--- src/shared/sdram_ctrl_defs.vh ---
// Constants for the SDRAM mode, refresh and power control block
`ifndef SDRAM_CTRL_DEFS_VH
`define SDRAM_CTRL_DEFS_VH

// ****************************************
// Mode register field positions
// ****************************************
`define MODE_W 15
`define MODE_BL_LSB 0
`define MODE_BL_MSB 2
`define MODE_ORDER_BIT 3
`define MODE_CL_LSB 4
`define MODE_CL_MSB 6
`define MODE_TEST_BIT 7
`define MODE_SWRITE_BIT 9
`define MODE_RESET 15'h0000
`define MODE_RSVD_MASK 15'h7D00

// ****************************************
// Field encodings
// ****************************************
`define BL_ONE 3'h1
`define BL_CODE_1 3'h0
`define BL_CODE_2 3'h1
`define BL_CODE_4 3'h2
`define BL_CODE_8 3'h3
`define BL_CODE_FULL 3'h7
`define CL_CODE_2 3'h2
`define CL_CODE_3 3'h3

// ****************************************
// Command codes {csN, rasN, casN, weN}
// ****************************************
`define CMD_MRS 4'h0
`define CMD_REF 4'h1
`define CMD_PRE 4'h2
`define CMD_ACT 4'h3
`define CMD_WR 4'h4
`define CMD_RD 4'h5
`define CMD_BST 4'h6

// ****************************************
// Timing
// ****************************************
`define CLK_PERIOD_NS 20
`define SELF_REFI_NS 7800
`define SELF_REFI_CYC (`SELF_REFI_NS / `CLK_PERIOD_NS)
`define REFRESH_ROWS 8192

`endif

--- src/verilog/burst_addr_gen.v ---
// Burst column address generator for linear and interleaved order
`timescale 1ns/10ps
`default_nettype none
`include "sdram_ctrl_defs.vh"

module burst_addr_gen #(
   parameter COL_W = 9
) (
   input wire [COL_W-1:0] startCol,
   input wire [COL_W-1:0] beatIdx,
   input wire [2:0] lenCode,
   input wire interleave,
   output reg [COL_W-1:0] beatCol
);

   reg [COL_W-1:0] wrapMask;
   reg [COL_W-1:0] linSum;

   always @* begin
      wrapMask = {COL_W{1'b0}};
      linSum = startCol + beatIdx;
      case (lenCode)
         `BL_CODE_2: wrapMask = {{(COL_W-1){1'b0}}, 1'b1};
         `BL_CODE_4: wrapMask = {{(COL_W-2){1'b0}}, 2'b11};
         `BL_CODE_8: wrapMask = {{(COL_W-3){1'b0}}, 3'b111};
         `BL_CODE_FULL: wrapMask = {COL_W{1'b1}};
         default: wrapMask = {COL_W{1'b0}};
      endcase
      if (interleave && lenCode != `BL_CODE_FULL) begin
         beatCol = startCol ^ (beatIdx & wrapMask);
      end else begin
         beatCol = (linSum & wrapMask) | (startCol & ~wrapMask);
      end
   end

endmodule // burst_addr_gen

`default_nettype wire

--- src/verilog/sdram_mode_refresh_power_ctrl.v ---
// Command-side control: mode register, refresh, power-down, suspend, DQM
`timescale 1ns/10ps
`default_nettype none
`include "sdram_ctrl_defs.vh"

// Notes on behaviour
// - Mode loaded by mode-set only when idle
// - Low three bits select burst length
// - Bit three picks linear or interleaved order
// - Burst columns wrap inside burst bits
// - Bits six to four set read latency
// - Bit nine forces single-word writes
// - Auto refresh when idle, internal row counter
// - Refresh with gate low enters self refresh
// - Self refresh shuts all buffers but gate
// - Gate low when idle enters power-down
// - Gate low in burst freezes next cycle
// - Mask during read disables output two later
// - Mask during write drops that cycle's data
module sdram_mode_refresh_power_ctrl #(
   parameter COL_W = 9,
   parameter ROW_W = 13,
   parameter SELF_REFI_CYC = `SELF_REFI_CYC
) (
   input wire core_clk,
   input wire srst,
   input wire cke,
   input wire csN,
   input wire rasN,
   input wire casN,
   input wire weN,
   input wire [12:0] addr,
   input wire [1:0] bankSel,
   input wire dqm,
   output reg [`MODE_W-1:0] modeReg_r,
   output reg modeIllegal_r,
   output reg [COL_W-1:0] colAddr_r,
   output reg rdDriveEn_r,
   output reg wrStrobe_r,
   output reg burstActive_r,
   output reg clkSuspended_r,
   output reg refreshStrobe_r,
   output reg [ROW_W-1:0] refreshRow_r,
   output reg selfRefresh_r,
   output reg powerDown_r,
   output reg bufEnable_r
);

   // ****************************************
   // States and helpers
   // ****************************************
   localparam [5:0] ST_IDLE = 6'b000001;
   localparam [5:0] ST_RDLAT = 6'b000010;
   localparam [5:0] ST_RDDATA = 6'b000100;
   localparam [5:0] ST_WRDATA = 6'b001000;
   localparam [5:0] ST_SELF = 6'b010000;
   localparam [5:0] ST_PWRDN = 6'b100000;
   // Interval end kept to the counter width on purpose
   localparam [31:0] REFI_SPAN = SELF_REFI_CYC - 1;
   localparam [11:0] REFI_LAST = REFI_SPAN[11:0];

   // Beats per burst; zero means open-ended full page
   function [COL_W:0] beatCount;
      input [2:0] code;
      begin
         case (code)
            `BL_CODE_1: beatCount = {{(COL_W-3){1'b0}}, 4'h1};
            `BL_CODE_2: beatCount = {{(COL_W-3){1'b0}}, 4'h2};
            `BL_CODE_4: beatCount = {{(COL_W-3){1'b0}}, 4'h4};
            `BL_CODE_8: beatCount = {{(COL_W-3){1'b0}}, 4'h8};
            default: beatCount = {(COL_W+1){1'b0}};
         endcase
      end
   endfunction

   // Unlisted length or latency codes, test bit or reserved bits set
   function isIllegal;
      input [`MODE_W-1:0] m;
      reg badBl;
      reg badCl;
      begin
         badBl = (m[`MODE_BL_MSB:`MODE_BL_LSB] > `BL_CODE_8) &&
            (m[`MODE_BL_MSB:`MODE_BL_LSB] != `BL_CODE_FULL);
         badCl = (m[`MODE_CL_MSB:`MODE_CL_LSB] != `CL_CODE_2) &&
            (m[`MODE_CL_MSB:`MODE_CL_LSB] != `CL_CODE_3);
         isIllegal = badBl | badCl | m[`MODE_TEST_BIT] | (|(m & `MODE_RSVD_MASK));
      end
   endfunction

   reg [5:0] state_r;
   reg ckePrev_r;
   reg dqmD1_r;
   reg modeValid_r;
   reg [1:0] latCnt_r;
   reg [COL_W-1:0] startCol_r;
   reg [COL_W-1:0] beatIdx_r;
   reg [COL_W:0] beatsLeft_r;
   reg fullPage_r;
   reg [11:0] refiCnt_r;
   wire [3:0] cmd;
   wire active;
   wire [COL_W-1:0] beatCol;
   wire [2:0] blCode;
   wire [COL_W:0] rdBeats;
   wire [COL_W:0] wrBeats;
   wire lastBeat;
   wire readDone;

   assign cmd = {csN, rasN, casN, weN};
   assign active = ckePrev_r;
   assign blCode = modeReg_r[`MODE_BL_MSB:`MODE_BL_LSB];
   assign rdBeats = beatCount(blCode);
   assign wrBeats = modeReg_r[`MODE_SWRITE_BIT] ? {{(COL_W-2){1'b0}}, `BL_ONE} : rdBeats;
   assign lastBeat = !fullPage_r && (beatsLeft_r == 1);
   // Read ends only after the final beat has been shown
   assign readDone = !fullPage_r && (beatsLeft_r == {(COL_W+1){1'b0}});

   burst_addr_gen #(
      .COL_W(COL_W)
   ) u_addr (
      .startCol(startCol_r),
      .beatIdx(beatIdx_r),
      .lenCode(blCode),
      .interleave(modeReg_r[`MODE_ORDER_BIT]),
      .beatCol(beatCol)
   );

   // ****************************************
   // Main command and burst sequencer
   // ****************************************
   always @(posedge core_clk) begin
      if (srst) begin
         state_r <= ST_IDLE;
         ckePrev_r <= 1'b1;
         dqmD1_r <= 1'b0;
         modeValid_r <= 1'b0;
         modeReg_r <= `MODE_RESET;
         modeIllegal_r <= 1'b1;
         latCnt_r <= 2'h0;
         startCol_r <= {COL_W{1'b0}};
         beatIdx_r <= {COL_W{1'b0}};
         beatsLeft_r <= {(COL_W+1){1'b0}};
         fullPage_r <= 1'b0;
         colAddr_r <= {COL_W{1'b0}};
         rdDriveEn_r <= 1'b0;
         wrStrobe_r <= 1'b0;
         burstActive_r <= 1'b0;
         clkSuspended_r <= 1'b0;
         refreshStrobe_r <= 1'b0;
         refreshRow_r <= {ROW_W{1'b0}};
         refiCnt_r <= 12'h000;
         selfRefresh_r <= 1'b0;
         powerDown_r <= 1'b0;
         bufEnable_r <= 1'b1;
      end else begin
         ckePrev_r <= cke;
         dqmD1_r <= dqm;
         refreshStrobe_r <= 1'b0;
         wrStrobe_r <= 1'b0;
         clkSuspended_r <= !cke && !state_r[0] && !state_r[4] && !state_r[5];
         case (state_r)
            ST_IDLE: begin
               rdDriveEn_r <= 1'b0;
               burstActive_r <= 1'b0;
               if (active) begin
                  if (cmd == `CMD_REF && !cke) begin
                     state_r <= ST_SELF;
                     selfRefresh_r <= 1'b1;
                     bufEnable_r <= 1'b0;
                     refiCnt_r <= 12'h000;
                  end else if (cmd == `CMD_REF) begin
                     refreshStrobe_r <= 1'b1;
                     refreshRow_r <= refreshRow_r + 1'b1;
                  end else if (!cke) begin
                     state_r <= ST_PWRDN;
                     powerDown_r <= 1'b1;
                     bufEnable_r <= 1'b0;
                  end else if (cmd == `CMD_MRS) begin
                     modeReg_r <= {bankSel, addr};
                     modeValid_r <= 1'b1;
                     modeIllegal_r <= isIllegal({bankSel, addr});
                  end else if (cmd == `CMD_RD && modeValid_r) begin
                     latCnt_r <= modeReg_r[`MODE_CL_LSB] ? 2'h1 : 2'h0;
                     startCol_r <= addr[COL_W-1:0];
                     fullPage_r <= (rdBeats == 0);
                     beatsLeft_r <= rdBeats;
                     beatIdx_r <= {COL_W{1'b0}};
                     burstActive_r <= 1'b1;
                     state_r <= ST_RDLAT;
                  end else if (cmd == `CMD_WR && modeValid_r) begin
                     startCol_r <= addr[COL_W-1:0];
                     colAddr_r <= addr[COL_W-1:0];
                     wrStrobe_r <= !dqm;
                     beatIdx_r <= {{(COL_W-1){1'b0}}, 1'b1};
                     fullPage_r <= (wrBeats == 0);
                     beatsLeft_r <= wrBeats - 1'b1;
                     if (wrBeats != 1) begin
                        burstActive_r <= 1'b1;
                        state_r <= ST_WRDATA;
                     end
                  end
               end
            end
            ST_RDLAT: begin
               if (active) begin
                  if (cmd == `CMD_BST || cmd == `CMD_PRE) begin
                     state_r <= ST_IDLE;
                     burstActive_r <= 1'b0;
                  end else if (latCnt_r != 0) begin
                     latCnt_r <= latCnt_r - 1'b1;
                  end else begin
                     // First beat lands at the latency edge
                     colAddr_r <= beatCol;
                     beatIdx_r <= beatIdx_r + 1'b1;
                     beatsLeft_r <= beatsLeft_r - 1'b1;
                     rdDriveEn_r <= !dqmD1_r;
                     state_r <= ST_RDDATA;
                  end
               end
            end
            ST_RDDATA: begin
               if (active) begin
                  if (readDone || cmd == `CMD_BST || cmd == `CMD_PRE) begin
                     rdDriveEn_r <= 1'b0;
                     burstActive_r <= 1'b0;
                     state_r <= ST_IDLE;
                  end else begin
                     colAddr_r <= beatCol;
                     beatIdx_r <= beatIdx_r + 1'b1;
                     beatsLeft_r <= beatsLeft_r - 1'b1;
                     // output off two edges after mask
                     rdDriveEn_r <= !dqmD1_r;
                  end
               end
            end
            ST_WRDATA: begin
               if (active) begin
                  if (cmd == `CMD_BST || cmd == `CMD_PRE) begin
                     burstActive_r <= 1'b0;
                     state_r <= ST_IDLE;
                  end else begin
                     colAddr_r <= beatCol;
                     wrStrobe_r <= !dqm;
                     beatIdx_r <= beatIdx_r + 1'b1;
                     beatsLeft_r <= beatsLeft_r - 1'b1;
                     if (lastBeat) begin
                        burstActive_r <= 1'b0;
                        state_r <= ST_IDLE;
                     end
                  end
               end
            end
            ST_SELF: begin
               if (cke) begin
                  state_r <= ST_IDLE;
                  selfRefresh_r <= 1'b0;
                  bufEnable_r <= 1'b1;
               end else if (refiCnt_r == REFI_LAST) begin
                  // Internal timer refreshes the next row
                  refiCnt_r <= 12'h000;
                  refreshStrobe_r <= 1'b1;
                  refreshRow_r <= refreshRow_r + 1'b1;
               end else begin
                  refiCnt_r <= refiCnt_r + 1'b1;
               end
            end
            ST_PWRDN: begin
               if (cke) begin
                  state_r <= ST_IDLE;
                  powerDown_r <= 1'b0;
                  bufEnable_r <= 1'b1;
               end
            end
            default: begin
               state_r <= ST_IDLE;
            end
         endcase
      end
   end

endmodule // sdram_mode_refresh_power_ctrl

`default_nettype wire

--- config.mk ---
export PLATFORM = sky130hd
export DESIGN_NAME = sdram_mode_refresh_power_ctrl
export DESIGN_NICKNAME = d
export VERILOG_FILES = /design/src/verilog/burst_addr_gen.v /design/src/verilog/sdram_mode_refresh_power_ctrl.v
export VERILOG_INCLUDE_DIRS = /design/src /design/src/shared
export SDC_FILE = /design/constraint.sdc
export NUM_CORES = 1
export LEC_CHECK = 0
export BUFFER_PORTS_ARGS = -buffer_cell sky130_fd_sc_hd__buf_2
export CAP_MARGIN = 20
export CORE_MARGIN = 2
export CORE_UTILIZATION = 30
export CTS_BUF_LIST = sky130_fd_sc_hd__clkbuf_8 sky130_fd_sc_hd__clkbuf_16
export CTS_CLUSTER_SIZE = 40
export DETAILED_ROUTE_END_ITERATION = 16
export GPL_TIMING_DRIVEN = 0
export HOLD_SLACK_MARGIN = 0.15
export PLACE_DENSITY = 0.44
export SETUP_SLACK_MARGIN = 0.15
export SYNTH_ARGS = -nofsm -noshare
export SYNTH_HDL_FRONTEND = slang
export SYNTH_HIERARCHICAL = 1
export SYNTH_SLANG_ARGS = --single-unit
--- constraint.sdc ---
create_clock -name core_clk -period 2.62 [get_ports core_clk]
set_input_delay 0.524 -clock core_clk [delete_from_list [all_inputs] [get_ports core_clk]]
set_output_delay 0.524 -clock core_clk [all_outputs]
set_load 0.01 [all_outputs]
==> flow_metrics.env <==
export IMPL_yosys_area_top_type="dfxtp_1"
export IMPL_critical_path_class="reg2reg"
export IMPL_min_period_ns=2.43
export IMPL_skew_ns=0.0108
export IMPL_hpwlAfterDp_um=15800
export IMPL_synthCells=761
export IMPL_grt_pass1_wl_um=34000
export IMPL_worstSkewPairLatency_ns=0.37
export IMPL_synth_top_area_frac=0.322
export IMPL_cp_data_arrival_time_ns=2.69
export IMPL_drt_vias_per_instance=5.57
export IMPL_critPathMaxFanout=10
export IMPL_cts_buffers=9
export IMPL_die_area_um2=21500
export IMPL_grt_ovfl_total=0
export IMPL_rsz0062_at_grt="true"
export IMPL_cts_sinks=98
export IMPL_antenna_found_initial=0
export IMPL_synthArstFlopShare=0
export IMPL_cts_root_buf="clkbuf_16"
export IMPL_firstDrtPassIters=5
export IMPL_via_count=6292
export IMPL_crit_required_ns=2.89
export IMPL_synthesis_area_um2=6100
export IMPL_rows=52
export IMPL_ios=69
export IMPL_fin_tns_setup_ns=0
export IMPL_ant_nets=0
export IMPL_syn_num_nets=805
export IMPL_place_inst=1098
export IMPL_ys_warn_count=6
export IMPL_clk_path_buf_depth=2
export IMPL_worst_setup_path_start_kind="register"
export IMPL_dpl_worst_slack_ns=-0.392
export IMPL_peakVddDrop_mv=0.322
export IMPL_routed_wl_um=21700
export IMPL_die_h_um=147
export IMPL_track_usage=0.200
export IMPL_cts_clk_slew_worst_paths_ns=0.08
export IMPL_synth_area_top_cells="dfxtp_1 32%, nand2_1 6.9%, a21oi_1 4.8%"
export IMPL_slowest_stage="nor3_1"
export IMPL_syn_to_final_growth_pct=20.7
export IMPL_outcome="completed"
export IMPL_synth_enable_flop_cells=0
export IMPL_setup_viol=0
export IMPL_postSynthAreaPerCell_um2=8.01
export IMPL_n_antenna_cell=0
export IMPL_path_buf_inv=2
export IMPL_cts_hold_buffers_added=0
export IMPL_initial_core_util=0.303
export IMPL_grt_max_degree=20
export IMPL_slew_headroom=0.395
export IMPL_cts_tree="built"
export IMPL_port_buffers=67
export IMPL_cpPeakStageDelay_ns=0.56
export IMPL_drtIter0Drc=440
export IMPL_ys_seq_elements=98
export IMPL_hold_viol_final=0
export IMPL_power_leakage_nw=2.67
export IMPL_cts_max_level=3
export IMPL_drv_slew=0
export IMPL_period_share=0.926
export IMPL_final_instance_count_excl_fill=1129
export IMPL_path_delay_family="simple AND/OR/NAND/NOR gates"
export IMPL_drive_gt1_frac=0.226
export IMPL_max_cap_viol_count=0
export IMPL_ys_seq_area_frac=0.322
export IMPL_place_area_um2=6770
export IMPL_setup_ws_ns=0.193
export IMPL_routedWlPerCell_um=19.2
export IMPL_crit_chain="buf_2 > xnor2_1 > a211oi_2 > buf_2 > nor3_1 > o21ai_0 > o32ai_1"
export IMPL_gp_congestion=0.876
export IMPL_core_um2=20100
export IMPL_drc=0
export IMPL_grt_pass1_vias=6033
export IMPL_die_x_um=147
export IMPL_worst_slew_pin_slew_ns=0.903
export IMPL_powerDensity_nw_per_um2=666
export IMPL_cp_end_kind="register"
export IMPL_yosysMostFrequentCell="nand2_1"
export IMPL_finalInstanceArea_um2=7360
export IMPL_ys_top_cells_by_count="112 x nand2_1, 98 x dfxtp_1, 58 x a21oi_1"
export IMPL_fin_nets=898
export IMPL_yosysUniqueCellTypes=77
export IMPL_hp_class="in2reg"
export IMPL_fmax_mhz=412
export IMPL_critPathMostFrequentCell="buf_2"
export IMPL_synth_main_ff_cell="dfxtp_1"
[state kept, by name (all words and copies together) (netlist names), 2 cells and up]
register	cells
modeReg_r	15
state_r	6
beatIdx_r	9
refiCnt_r	12
refreshRow_r	13
latCnt_r	2
colAddr_r	9
beatsLeft_r	10
startCol_r	9
[layout by cell type, fill, tap and decap left out, drive strengths merged, types with 8 or more instances in the layout]
cell / n
xnor2: 13
nor4: 15
and3: 10
buf: 96
ha: 20
a311oi: 12
o21ai: 31
a2111oi: 14
o32ai: 11
nand4: 18
nor3: 22
and4: 9
nand2: 112
nor2: 42
clkbuf: 45
a21oi: 58
a211oi: 8
mux2: 11
a31oi: 19
nor2b: 23
dfxtp: 98
inv: 25
or4: 10
nand3: 30
[per-stage QoR]
| stage | utilization | power, mW | hold WS [ns] |
|---|---|---|---|
| 6_report | 0.366 | 4.90 | 0.366 |
| 2_1_floorplan | - | 2.76 | 0.432 |
| 5_1_grt | 0.366 | 5.16 | 0.357 |
| 4_1_cts | 0.357 | 4.75 | 0.347 |
| 3_5_place_dp | 0.337 | 3.29 | 0.441 |
| 3_3_place_gp | 0.337 | 3.29 | 0.439 |
[where the power goes]
part           total (mW)  leakage [nW]  switching, mW  internal [mW]
Combinational        1.82          1.73           1.13          0.688
Clock                1.36         0.143          0.688          0.674
Sequential           1.72         0.796          0.111           1.60
Total                4.90          2.67           1.93           2.97
[timing repair]
action / in CTS / in global routing
resized for setup: 20 / 45
endpoints found under the setup margin: 60 / 65
buffers inserted: 5 / 10
pin swaps: 3 / 7
[cell type report]
cell class                      count  area (um^2)
Fill cell                        2141        12700
Clock inverter                      7         72.6
Multi-Input combinational cell    591         3970
Inverter                           22         82.6
Tap cell                          270          338
Timing Repair Buffer               82          452
Clock buffer                        9          225
Sequential cell                    98         1970
Buffer                             50          245
[metal layers]
layer  wire length (um)  GRT usage  up-vias
li1                   -          -     3031
met1              10200      0.268     3042
met2              10200      0.330      190
met3                885     0.0309       29
met4                442     0.0617        0
met5                  0          0        -
[path summary, 6_finish.rpt]
check / cells after the start / startpoint / to / slack [ns]
setup / recovery: 7 / state_r[3] / beatsLeft_r[4] / 0.19
hold / removal: 2 / dqm / wrStrobe_r / 0.37
setup reg to reg: 7 / state_r[3] / beatsLeft_r[4] / 0.19
hold reg to reg: 2 / modeReg_r[6] / modeReg_r[6] / 0.45
[cells by family (layout without fill, tap and decap cells)]
| logic type | after synthesis | after routing | share of synthesized area |
|---|---|---|---|
| AND/OR/NAND/NOR | 332 | 332 | 0.294 |
| AO/OA/AOI/OAI | 207 | 207 | 0.241 |
| flip-flops | 98 | 98 | 0.322 |
| buffers and inverters | 72 | 170 | 0.0499 |
| adder cells (fa/ha/maj) | 21 | 21 | 0.0443 |
| XOR/XNOR | 16 | 16 | 0.0230 |
| multiplexers | 15 | 15 | 0.0269 |
No activity file was read; power rests on OpenSTA's default activity.
